`src/hdl/cschd_pkg.sv`:
```
// Constants, command codes and status bit layout for the common status command handler
package cschd_pkg;

    // Command codes presented by the command parser on cmd_code_i
    localparam int CMD_W = 4;
    localparam logic [3:0] CMD_EVEN_SET = 4'h1;   // Load standard event enable mask
    localparam logic [3:0] CMD_EVEN_QRY = 4'h2;   // Read standard event enable mask
    localparam logic [3:0] CMD_EVREG_QRY = 4'h3;  // Read and clear standard event register
    localparam logic [3:0] CMD_SREN_SET = 4'h4;   // Load service request enable mask
    localparam logic [3:0] CMD_SREN_QRY = 4'h5;   // Read service request enable mask
    localparam logic [3:0] CMD_STAT_QRY = 4'h6;   // Read status byte
    localparam logic [3:0] CMD_TRIGGER = 4'h7;    // Start or restart measurement
    localparam logic [3:0] CMD_OPTION_QRY = 4'h8; // Installed option list

    // Status byte bit positions
    localparam int SB_QUEUE = 2;
    localparam int SB_QUES = 3;
    localparam int SB_MAV = 4;
    localparam int SB_ESB = 5;
    localparam int SB_MSS = 6;
    localparam int SB_OPER = 7;

    // Standard event register bit positions
    localparam int EV_OPC = 0;
    localparam int EV_DDE = 3;
    localparam int EV_EXE = 4;
    localparam int EV_CME = 5;
    localparam int EV_PON = 7;

    // Implemented bits; all others read as zero
    localparam logic [7:0] SREN_USED = 8'hBC;
    localparam logic [7:0] EVREG_USED = 8'hB9;

    // Reset values; power-on event is recorded at reset
    localparam logic [7:0] EVEN_RST = 8'h00;
    localparam logic [7:0] SREN_RST = 8'h00;
    localparam logic [7:0] EVREG_RST = 8'h80;

    // Decimal response text
    localparam int RESP_CHARS = 3;
    localparam logic [7:0] ASCII_ZERO = 8'h30;
    localparam logic [7:0] DEC_HUNDRED = 8'h64;
    localparam logic [7:0] DEC_TEN = 8'h0A;

    // Response holder states
    typedef enum logic {
        CSCHD_IDLE,
        CSCHD_HOLD
    } cschd_state_t;

endpackage

```
`src/hdl/cschd_nr1_fmt.sv`:
```
// Binary to left-justified decimal text converter for numeric responses
`timescale 1ns/1ps
module cschd_nr1_fmt
    import cschd_pkg::*;
(
    // Value to format
    input wire logic [7:0] value_i,
    // Text, first character in the top byte, unused bytes zero
    output logic [8*RESP_CHARS-1:0] text_o,
    output logic [1:0] len_o
);

    logic [7:0] hun;
    logic [7:0] rem;
    logic [7:0] ten;
    logic [7:0] one;
    logic [7:0] hun_c;
    logic [7:0] ten_c;
    logic [7:0] one_c;

    // Digit split by constant division; small enough to stay combinational
    assign hun = value_i / DEC_HUNDRED;
    assign rem = value_i - 8'(hun * DEC_HUNDRED);
    assign ten = rem / DEC_TEN;
    assign one = rem - 8'(ten * DEC_TEN);

    // Digits as characters
    assign hun_c = ASCII_ZERO + hun;
    assign ten_c = ASCII_ZERO + ten;
    assign one_c = ASCII_ZERO + one;

    // Leading zeros suppressed, a lone zero still gives one character
    assign text_o = (hun != 8'h00) ? {hun_c, ten_c, one_c} :
                    (ten != 8'h00) ? {ten_c, one_c, 8'h00} : {one_c, 16'h0000};
    assign len_o = (hun != 8'h00) ? 2'h3 : (ten != 8'h00) ? 2'h2 : 2'h1;

endmodule

```
`src/hdl/cschd_top.sv`:
```
// Common status command handler: event, enable and status byte registers with query responses
`timescale 1ns/1ps
module cschd_top
    import cschd_pkg::*;
#(
    parameter int PARAM_W = 16
)
(
    // Clock and reset
    input wire logic mclk_i,
    input wire logic rstn_i,
    // Decoded command from the message parser
    input wire logic cmd_valid_i,
    input wire logic [CMD_W-1:0] cmd_code_i,
    input wire logic [PARAM_W-1:0] cmd_param_i,
    output logic cmd_ready_o,
    // Bus level group execute trigger
    input wire logic get_i,
    // Response toward the output queue
    output logic resp_valid_o,
    output logic [7:0] resp_value_o,
    output logic [8*RESP_CHARS-1:0] resp_text_o,
    output logic [1:0] resp_len_o,
    input wire logic resp_ready_i,
    // Standard event sources, one-cycle pulses
    input wire logic ev_opc_i,
    input wire logic ev_dde_i,
    input wire logic ev_exe_i,
    input wire logic ev_cme_i,
    // Summary inputs from the rest of the instrument
    input wire logic oper_sum_i,
    input wire logic ques_sum_i,
    input wire logic errq_nonempty_i,
    // Measurement control
    input wire logic mode_err_alarm_i,
    input wire logic meas_running_i,
    output logic meas_start_o,
    output logic meas_restart_o,
    // Status view
    output logic [7:0] status_byte_o,
    output logic srq_o
);

    // Registers
    cschd_state_t state_reg;
    cschd_state_t state_next;
    logic [7:0] even_mask_reg;
    logic [7:0] even_mask_next;
    logic [7:0] sren_mask_reg;
    logic [7:0] sren_mask_next;
    logic [7:0] evreg_reg;
    logic [7:0] evreg_next;
    logic cmd_ready_reg;
    logic resp_valid_reg;
    logic [7:0] resp_value_reg;
    logic [7:0] resp_value_next;
    logic [8*RESP_CHARS-1:0] resp_text_reg;
    logic [8*RESP_CHARS-1:0] resp_text_next;
    logic [1:0] resp_len_reg;
    logic [1:0] resp_len_next;
    logic meas_start_reg;
    logic meas_restart_reg;
    logic [7:0] status_byte_reg;
    logic srq_reg;

    // Decode wires
    logic cmd_take;
    logic is_even_set;
    logic is_even_qry;
    logic is_evreg_qry;
    logic is_sren_set;
    logic is_sren_qry;
    logic is_stat_qry;
    logic is_trigger;
    logic is_option_qry;
    logic is_query;
    logic is_known;
    logic is_set;
    logic param_bad;
    logic set_ok;

    // Status wires
    logic [7:0] ev_set;
    logic evreg_clr;
    logic cmd_err_hit;
    logic esb;
    logic mav;
    logic [7:0] stb_sum;
    logic mss;
    logic [7:0] stb_full;
    logic trig_fire;
    logic [7:0] qry_value;
    logic [8*RESP_CHARS-1:0] fmt_text;
    logic [1:0] fmt_len;

    // A command is taken only while no response waits to be read
    // Nothing is queued here: the parser must hold its command until ready returns
    assign cmd_take = cmd_valid_i && cmd_ready_reg;

    // Command decode
    // Codes outside the table fall through to a command error below
    assign is_even_set = (cmd_code_i == CMD_EVEN_SET);
    assign is_even_qry = (cmd_code_i == CMD_EVEN_QRY);
    assign is_evreg_qry = (cmd_code_i == CMD_EVREG_QRY);
    assign is_sren_set = (cmd_code_i == CMD_SREN_SET);
    assign is_sren_qry = (cmd_code_i == CMD_SREN_QRY);
    assign is_stat_qry = (cmd_code_i == CMD_STAT_QRY);
    assign is_trigger = (cmd_code_i == CMD_TRIGGER);
    assign is_option_qry = (cmd_code_i == CMD_OPTION_QRY);

    // Command classes
    assign is_query = is_even_qry || is_evreg_qry || is_sren_qry || is_stat_qry || is_option_qry;
    assign is_set = is_even_set || is_sren_set;
    assign is_known = is_query || is_set || is_trigger;

    // A mask value above 255 is refused and counts as a command error
    // Only the low byte is a mask; the upper bits exist to catch oversized values
    assign param_bad = |cmd_param_i[PARAM_W-1:8];
    assign set_ok = cmd_take && is_set && !param_bad;

    // Event enable mask load
    assign even_mask_next = (set_ok && is_even_set) ? cmd_param_i[7:0] : even_mask_reg;

    // Service request mask load; unassigned bits forced to zero
    assign sren_mask_next = (set_ok && is_sren_set) ? (cmd_param_i[7:0] & SREN_USED) : sren_mask_reg;

    // Unknown code or out of range mask is a command error of our own
    assign cmd_err_hit = cmd_take && (!is_known || (is_set && param_bad));

    // Event sources gathered into their register positions
    always_comb begin
        ev_set = 8'h00;
        ev_set[EV_OPC] = ev_opc_i;
        ev_set[EV_DDE] = ev_dde_i;
        ev_set[EV_EXE] = ev_exe_i;
        ev_set[EV_CME] = ev_cme_i || cmd_err_hit;
    end

    // Reading the event register clears it
    assign evreg_clr = cmd_take && is_evreg_qry;

    // Per bit: a new event beats the clear of the same cycle so none is lost
    // Unimplemented bits can never set, so they always read back as zero
    for (genvar gi = 0; gi < 8; gi++) begin : g_evreg
        assign evreg_next[gi] = EVREG_USED[gi] && (ev_set[gi] || (evreg_reg[gi] && !evreg_clr));
    end

    // Event summary over enabled event bits
    assign esb = |(evreg_reg & even_mask_reg);

    // Message available while a response waits in the holder
    assign mav = (state_reg == CSCHD_HOLD);

    // Status byte without the master summary bit
    // Bits 0 and 1 stay zero; bit 6 is filled in once the summary is known
    always_comb begin
        stb_sum = 8'h00;
        stb_sum[SB_OPER] = oper_sum_i;
        stb_sum[SB_ESB] = esb;
        stb_sum[SB_MAV] = mav;
        stb_sum[SB_QUES] = ques_sum_i;
        stb_sum[SB_QUEUE] = errq_nonempty_i;
    end

    // Master summary from the enable mask overlap; mask bits 7,5,4,3,2 gate their summaries
    // Not latched: the flag falls as soon as the enabled condition clears
    assign mss = |(stb_sum & sren_mask_reg);

    // Bit 6 carries the master summary in the queried byte
    always_comb begin
        stb_full = stb_sum;
        stb_full[SB_MSS] = mss;
    end

    // Trigger command and bus trigger share one path, gated by measurement mode
    // Both sources in the same cycle still give a single pulse
    assign trig_fire = ((cmd_take && is_trigger) || get_i) && mode_err_alarm_i;

    // Query answer selection, values taken before this cycle's clear
    // The option query keeps a zero value; its text is forced empty in the holder
    always_comb begin
        case (cmd_code_i)
            CMD_EVEN_QRY: qry_value = even_mask_reg;
            CMD_EVREG_QRY: qry_value = evreg_reg;
            CMD_SREN_QRY: qry_value = sren_mask_reg;
            CMD_STAT_QRY: qry_value = stb_full;
            default: qry_value = 8'h00;
        endcase
    end

    // Decimal text of the selected value
    cschd_nr1_fmt cschd_nr1_fmt_inst (
        .value_i(qry_value),
        .text_o(fmt_text),
        .len_o(fmt_len)
    );

    // Response holder next state
    // Only one response can wait; a second query is held off by the low ready
    always_comb begin
        state_next = state_reg;
        resp_value_next = resp_value_reg;
        resp_text_next = resp_text_reg;
        resp_len_next = resp_len_reg;
        case (state_reg)
            CSCHD_IDLE: begin
                if (cmd_take && is_query) begin
                    state_next = CSCHD_HOLD;
                    resp_value_next = qry_value;
                    if (is_option_qry) begin
                        // No options installed, so the list is empty
                        resp_text_next = '0;
                        resp_len_next = 2'h0;
                    end else begin
                        resp_text_next = fmt_text;
                        resp_len_next = fmt_len;
                    end
                end
            end
            CSCHD_HOLD: begin
                // Held until the controller takes it
                if (resp_ready_i) begin
                    state_next = CSCHD_IDLE;
                end
            end
            default: begin
                state_next = CSCHD_IDLE;
            end
        endcase
    end

    // Holder state
    always_ff @(posedge mclk_i or negedge rstn_i) begin
        if (!rstn_i) begin
            state_reg <= CSCHD_IDLE;
        end else begin
            state_reg <= state_next;
        end
    end

    // Handshake flags registered from the next state, so both leave flops and agree with it
    always_ff @(posedge mclk_i or negedge rstn_i) begin
        if (!rstn_i) begin
            cmd_ready_reg <= 1'b0;
            resp_valid_reg <= 1'b0;
        end else begin
            cmd_ready_reg <= (state_next == CSCHD_IDLE);
            resp_valid_reg <= (state_next == CSCHD_HOLD);
        end
    end

    // Response contents
    always_ff @(posedge mclk_i or negedge rstn_i) begin
        if (!rstn_i) begin
            resp_value_reg <= 8'h00;
            resp_text_reg <= '0;
            resp_len_reg <= 2'h0;
        end else begin
            resp_value_reg <= resp_value_next;
            resp_text_reg <= resp_text_next;
            resp_len_reg <= resp_len_next;
        end
    end

    // Enable masks; a write lands one cycle after the command is taken
    always_ff @(posedge mclk_i or negedge rstn_i) begin
        if (!rstn_i) begin
            even_mask_reg <= EVEN_RST;
            sren_mask_reg <= SREN_RST;
        end else begin
            even_mask_reg <= even_mask_next;
            sren_mask_reg <= sren_mask_next;
        end
    end

    // Event register; reset records the power-on event
    always_ff @(posedge mclk_i or negedge rstn_i) begin
        if (!rstn_i) begin
            evreg_reg <= EVREG_RST;
        end else begin
            evreg_reg <= evreg_next;
        end
    end

    // Measurement pulses; restart chosen when a run is already going
    // The running level is sampled with the trigger, so exactly one pulse fires
    always_ff @(posedge mclk_i or negedge rstn_i) begin
        if (!rstn_i) begin
            meas_start_reg <= 1'b0;
            meas_restart_reg <= 1'b0;
        end else begin
            meas_start_reg <= trig_fire && !meas_running_i;
            meas_restart_reg <= trig_fire && meas_running_i;
        end
    end

    // Live status view, one cycle behind its sources
    // One cycle of latency is traded for pins that never glitch
    always_ff @(posedge mclk_i or negedge rstn_i) begin
        if (!rstn_i) begin
            status_byte_reg <= 8'h00;
            srq_reg <= 1'b0;
        end else begin
            status_byte_reg <= stb_full;
            srq_reg <= mss;
        end
    end

    // Outputs straight from flops
    // Valid has its own flop rather than a compare of the state
    assign cmd_ready_o = cmd_ready_reg;
    assign resp_valid_o = resp_valid_reg;
    assign resp_value_o = resp_value_reg;
    assign resp_text_o = resp_text_reg;
    assign resp_len_o = resp_len_reg;
    assign meas_start_o = meas_start_reg;
    assign meas_restart_o = meas_restart_reg;
    assign status_byte_o = status_byte_reg;
    assign srq_o = srq_reg;

endmodule

```
`config.mk`:
```
export PLATFORM = sky130hd
export DESIGN_NAME = cschd_top
export DESIGN_NICKNAME = d
export VERILOG_FILES = /design/src/hdl/cschd_pkg.sv /design/src/hdl/cschd_nr1_fmt.sv /design/src/hdl/cschd_top.sv
export SDC_FILE = /design/constraint.sdc
export NUM_CORES = 1
export LEC_CHECK = 0
export BUFFER_PORTS_ARGS = -buffer_cell sky130_fd_sc_hd__buf_2
export CELL_PAD_IN_SITES_DETAIL_PLACEMENT = 1
export CELL_PAD_IN_SITES_GLOBAL_PLACEMENT = 2
export CORE_MARGIN = 4
export CORE_UTILIZATION = 35
export CTS_BUF_LIST = sky130_fd_sc_hd__clkbuf_4
export DETAILED_ROUTE_END_ITERATION = 7
export HOLD_SLACK_MARGIN = 0.02
export MAX_ROUTING_LAYER = met4
export PLACE_DENSITY = 0.9
export REMOVE_ABC_BUFFERS = 1
export SLEW_MARGIN = 40
export SYNTH_ARGS = -nofsm -noshare
export SYNTH_HDL_FRONTEND = slang
export SYNTH_SLANG_ARGS = --single-unit
```
`constraint.sdc`:
```
create_clock -name mclk_i -period 17.6 [get_ports mclk_i]
set_input_delay 1.76 -clock mclk_i [delete_from_list [all_inputs] [get_ports mclk_i]]
set_output_delay 1.76 -clock mclk_i [all_outputs]
set_load 0.01 [all_outputs]
```
; Yosys cells after proc, flatten, opt, wreduce, memory -nomap -nowiden
; Cells that the tools add are included.
[totals]
regBits = 63
inputBits = 34
out_inout_bits = 47
word_cells = 85
[op_classes]
add_sub_neg = 5
mul = 2
n_div = 2
eq_ne = 8
mux = 10
bitwise_logic = 4
reduce_logical = 42
[ops]
columns = operator, count
row1 = 24-bit two-way mux, 3
row2 = 8-bit case mux with 4 select lines, 1
row3 = 6-bit by 8-bit adder with 8-bit output (first input constant), 3
row4 = 8-bit OR reduction, 3
row5 = 1-bit logical AND, 18
row6 = 8-bit bitwise AND, 2
row7 = 4-bit by 3-bit == test with 1-bit output (second input constant), 4
row8 = 8-bit nonzero test, 2
row9 = 8-bit subtractor, 2
row10 = 1-bit logical OR, 14
row11 = 8-bit by 4-bit divider with 8-bit output (second input constant), 1
row12 = 8-bit by 7-bit divider with 8-bit output (second input constant), 1
row13 = 4-bit by 2-bit == test with 1-bit output (second input constant), 2
row14 = 8-bit by 3-bit multiplier with 7-bit output (second input constant), 1
row15 = 8-bit by 5-bit multiplier with 6-bit output (second input constant), 1
row16 = 2-bit two-way mux, 3
row17 = 4-bit by 1-bit == test with 1-bit output (second input constant), 1
row18 = 4-bit == test (second input constant), 1
row19 = 1-bit logical NOT, 4
row20 = 1-bit two-way mux, 2
row21 = 1-bit NOT, 2
row22 = 1-bit case mux with 2 select lines, 1
row23 = 2-bit AND reduction, 1

; Logic depth before layout (Yosys ltp)
[depth]
ltp_word = 15
mapped_depth = 42
ltp_nobuf = 39

; Hierarchy
; From an unflattened synthesis, not the netlist that was laid out.
[unflattened]
hier_cells = 472
hier_area_um2 = 4493.1
[modules_own_cells]
columns = module, instances, cells_per_inst, area_per_inst_um2, seq_area_each_um2
row1 = cschd_top, 1, 250, 2912.8, 1552.7
row2 = cschd_nr1_fmt, 1, 222, 1580.3, 0.0

; Worst setup path after synthesis
; OpenSTA, ideal clock, no wires.
[synth_timing]
path_kind = in2reg
startpoint = input cmd_code_i[3]
endpoint = register resp_text_reg[23] (netlist: resp_text_o[23])
setup_ns = 0.096
arrival_ns = 10.312
required_time_ns = 17.504
slack_ns = 7.192
cell_stages = 40
path_buffers = 2
cell_sequence = or3b_1 > or2_2 > nand2_1 > inv_1 > ha_1 > or3_1 > o211ai_1 > mux2_2 > a31oi_1 > inv_1 > ha_1 > ha_1 > clkbuf_1 > a21oi_1 > nand3b_1 > o31ai_4 > xor2_2 > buf_6 > (+4 left out) > inv_1 > ha_1 > o211a_1 > a31o_2 > nor3b_2 > ha_1 > ha_1 > inv_1 > fa_1 > inv_1 > ha_1 > inv_1 > ha_1 > a21o_1 > a21oi_1 > xnor2_1 > xnor2_1 > o31ai_1
[synth_via]
elab_chain_len = 12
word_cells_on_any_way = 26
classes_between = add/sub (5) / mul (2) / div (2) / eq/ne (5) / mux (4) / reduce/logical (8)
[synth_lines]
columns = item, line
row1 = from (decl), cschd_top.sv:14  ; input wire logic [CMD_W-1:0] cmd_code_i,
row2 = "4-bit by 3-bit == test with 1-bit output, or another cell as far along", "cschd_top.sv:107, cschd_top.sv:182"
row3 = 8-bit case mux with 4 select lines, cschd_top.sv:182  ; case (cmd_code_i)
row4 = 8-bit by 7-bit divider with 8-bit output, cschd_nr1_fmt.sv:22  ; assign hun = value_i / DEC_HUNDRED;
row5 = 8-bit by 5-bit multiplier with 6-bit output, cschd_nr1_fmt.sv:23  ; assign rem = value_i - 8'(hun * DEC_HUNDRED);
row6 = 8-bit subtractor, cschd_nr1_fmt.sv:23
row7 = 8-bit by 4-bit divider with 8-bit output, cschd_nr1_fmt.sv:24  ; assign ten = rem / DEC_TEN;
row8 = 8-bit by 3-bit multiplier with 7-bit output, cschd_nr1_fmt.sv:25  ; assign one = rem - 8'(ten * DEC_TEN);
row9 = 8-bit subtractor, cschd_nr1_fmt.sv:25
row10 = 6-bit by 8-bit adder with 8-bit output, cschd_nr1_fmt.sv:30  ; assign one_c = ASCII_ZERO + one;
row11 = 24-bit two-way mux, cschd_nr1_fmt.sv:34  ; (ten != 8'h00) ? {ten_c, one_c, 8'h00} : {one_c, 16'h0000};
row12 = 24-bit two-way mux, cschd_nr1_fmt.sv:33  ; assign text_o = (hun != 8'h00) ? {hun_c, ten_c, one_c} :
row13 = 24-bit two-way mux, cschd_top.sv:210  ; if (is_option_qry) begin
row14 = to (signal assigned), cschd_top.sv:260  ; resp_text_reg <= resp_text_next;
row15 = to (decl), cschd_top.sv:57  ; logic [8*RESP_CHARS-1:0] resp_text_reg;
; Several ways; a longest one is shown, not always the timed one.
; A chain may end at the register's enable or synchronous reset.

; Final worst setup path
[layout_timing]
startpoint = input cmd_code_i[2]
endpoint = register resp_text_reg[23] (netlist: resp_text_o[23])
; The elaborated chain is that of the path after synthesis.

==> impl_metrics.py <==
metrics = {
    "synthesis": {
        "synth-xor-area-share_pct": 3.81,
        "ys_warn_count": 0,
        "synthArstFlopShare_pct": 100,
        "synthAdderAreaFrac_pct": 8.37,
        "synth_top_area_share_pct": 35.4,
        "ys_types": 79,
        "synth_top_family_by_area": "compound AO/OA/AOI/OAI gates",
        "ys_seq_elements": 62,
        "yosysTopAreaCell": "dfrtp_1",
        "synth_area_per_cell_sq_um": 9.49,
        "synth_commonest_cells": "61 x dfrtp_1, 39 x nand2_1, 35 x inv_1, 26 x nor2_1, 26 x o21ai_0",
        "ys.flop_type": "dfrtp_1",
        "synth-simple-area-share_pct": 17.9,
        "synth_edf_count": 0,
        "synth_area_sq_um": 4310,
        "synthCells": 454,
        "synth_compound_area_share_pct": 21.6,
        "synth_most_common_cell": "dfrtp_1",
        "synth_seq_area_share_pct": 36.1,
        "yosys-top-cells-area": "dfrtp_1 35%, ha_1 7.0%, mux2_2 5.0%, nand2_1 3.4%, inv_1 3.1%",
        "muxShareOfSynthArea_pct": 6.30,
    },
    "detailed_routing": {
        "route.detailed.drc": 0,
        "vias": 3792,
        "antenna_left": 0,
        "first_iter_violations": 146,
        "avgRoutedWirePerCell_microns": 19.0,
        "viasPerCell": 5.61,
        "drtPass1Iterations": 5,
        "totalWireLength_mm": 12.8,
    },
    "clocking": {
        "cts_tree": "done",
        "postCtsHoldBufs": 0,
        "cts.sinks": 62,
        "clk_pin_slew_worst_paths_ns": 0.12,
        "clk_latency_ns": 0.43,
        "cts_buffers": 9,
        "post-cts-setup-buffers": 0,
        "cts_resized": 0,
        "clockRootBuffer": "clkbuf_4",
        "cts_max_level": 3,
        "ctsLongestPathBuffers": 2,
    },
    "power_and_ir_drop": {
        "p_sw_share_pct": 36.9,
        "combinationalPowerShare_pct": 37.4,
        "p_clk_share_pct": 25.1,
        "p_int_uw": 295,
        "p_sw_uw": 173,
        "vdd_drop_max_mv": 0.0349,
        "finalPower_uw": 468,
        "leakage_uw": 0.00237,
        "powerDensity_nw_per_um2": 94.5,
        "p_seq_share_pct": 37.5,
    },
    "worst_hold_path": {
        "hold_path_startpoint": "resp_text_o[0]",
        "min_to": "resp_text_o[0]",
        "min_path_cells": 2,
        "hold_path.class": "reg -> reg",
    },
    "grt": {
        "grt_start_max_net_pins": 63,
        "grt_use_total_pct": 19.2,
        "grt_pass1_vias": 4098,
        "grt_pass1_wl_mm": 21.5,
        "overflow": 0,
        "antenna_found_initial": 1,
    },
    "sta": {
        "post-route-min-period_ns": 11.45,
        "finalClockSkew_ns": 0.0177,
        "setup_ws_ns": 6.15,
        "report.final.hold_viol_count": 0,
        "tightestPinTransition_ns": 0.878,
        "fin_tns_setup_ns": 0,
        "rsz0062_at_grt": "no",
        "relSlewSlack_pct": 41.1,
        "finalSetupViolCount": 0,
        "drv_slew": 0,
        "fmax_mhz": 87.3,
        "post-route-period-util_pct": 65.1,
    },
    "setup_path": {
        "crit_path_frequent_cell": "ha_1",
        "required_ns": 17.94,
        "cp_slowest_cell": "xor2_2",
        "r2r_start": "even_mask_reg[4]",
        "rrSetupSlack_ns": 7.58,
        "timing.rr.end": "resp_text_o[23]",
        "endpoint_kind": "register",
        "critPathKind": "in -> reg",
        "crit_path_start_kind": "input pin",
        "worst_r2r_path_depth": 37,
        "cp_top_family": "compound AO/OA/AOI/OAI gates",
        "worstPathBufferInverterCount": 7,
        "cp_max_fo": 21,
        "cp.arrival_ns": 11.79,
        "slowest_delay_ns": 0.56,
    },
    "floorplanning": {
        "die_h_microns": 119,
        "die_area_sq_um": 14100,
        "initial_core_util_pct": 35.9,
        "fp-row-count": 40,
        "die_w_microns": 119,
        "coreArea_sq_um": 12000,
        "ios": 81,
    },
    "placement": {
        "pre_cts_slack_ns": 5.73,
        "gp_congestion": 0.880,
        "io_buffer_count": 78,
        "dp_hpwl_mm": 9.67,
        "placed_area_sq_um": 4790,
    },
    "final_layout": {
        "finalNetCount": 584,
        "drive_gt1_share_pct": 26.7,
        "area_growth_syn_to_layout_pct": 15.0,
        "finish.utilization_pct": 41.3,
        "largest_reg_flops": 24,
        "fillers": 1424,
        "fin_area_sq_um": 4950,
    },
    "run_status": {
        "outcome": "completed",
    },
    "job": {
        "drv_cap": 0,
    },
}
[worst min-delay path, delay by kind of cell, from the launching register on]
family | cells | cell delay (ns)
AO/OA/AOI/OAI | 1 | 0.06
flip-flops | 1 | 0.36
AND/OR/NAND/NOR | 1 | 0.05
[cells by family (layout without fill, tap and decap cells)]
group | after synthesis | count (layout)
AOI/OAI and AO/OA | 120 | 120
adders and majority gates | 27 | 27
xor gates and xnor gates | 17 | 17
other | 1 | 3
buffers and inverters | 59 | 132
DFF | 62 | 62
muxes | 23 | 23
and+or+nand+nor | 145 | 145
[cell type report]
cell class,instances,area [sq um],area share [%]
multi-input cells,334,2510,50.7
clock buffers,12,90.1,1.82
clock inverters,4,71.3,1.44
well taps,147,184,3.71
repair buffers,80,409,8.26
diodes,1,2.50,0.0505
flip-flops and latches,62,1550,31.3
inverters,36,135,2.73
[through the flow]
| step | hold slack [ns] | instances |
|---|---|---|
| floorplan | 0.471 | 432 |
| global placement | 0.462 | 659 |
| detailed placement | 0.477 | 659 |
| CTS | 0.504 | 675 |
| global route | 0.534 | 676 |
| finish | 0.496 | 676 |
[worst max path at each step]
stage	start	end	slack (ns)	cells past startpoint
after floorplan	cmd_code_i[3]	resp_text_o[23]	7.20	38
after global placement	cmd_code_i[2]	resp_text_o[23]	6.32	39
after detailed placement	cmd_code_i[2]	resp_text_o[23]	5.73	39
after CTS	cmd_code_i[2]	resp_text_o[23]	6.16	39
after global routing	cmd_code_i[1]	resp_text_o[23]	5.37	39
final	cmd_code_i[2]	resp_text_o[23]	6.15	39
[power by group through the flow]
| stage | sequential, uW | combinational [uW] | clock [uW] |
|---|---|---|---|
| floorplan | 185 | 103 | 0 |
| global placement | 178 | 170 | 0 |
| detailed placement | 178 | 175 | 0 |
| CTS | 176 | 176 | 121 |
| global route | 178 | 196 | 128 |
| finish | 176 | 175 | 117 |
[cell usage in the layout (no fill, tap or decap), types with 5 or more instances in the layout]
cell type / synthesis / layout
a21o_1: 7 / 7
a21oi_1: 21 / 21
a22oi_1: 8 / 8
and2_1: 5 / 5
buf_2: 2 / 78
clkbuf_4: 0 / 12
dfrtp_1: 61 / 61
ha_1: 24 / 24
inv_1: 35 / 35
mux2_2: 19 / 19
nand2_1: 39 / 39
nand3_1: 12 / 12
nand4_1: 5 / 5
nor2_1: 26 / 26
nor2b_1: 7 / 7
nor3_1: 11 / 11
o211ai_1: 7 / 7
o21ai_0: 26 / 26
o31ai_1: 5 / 5
or4_1: 5 / 5
xnor2_1: 11 / 11
[per-layer routing]
metal  GRT usage (%)  up-vias  part of all wire (%)
li1                -     1788                     -
met1            24.2     1919                    45
met2            31.5       73                    49
met3            3.89       12                   4.5
met4            5.00        0                   1.2
met5               -        -                     0
No activity file was read; power rests on OpenSTA's default activity.
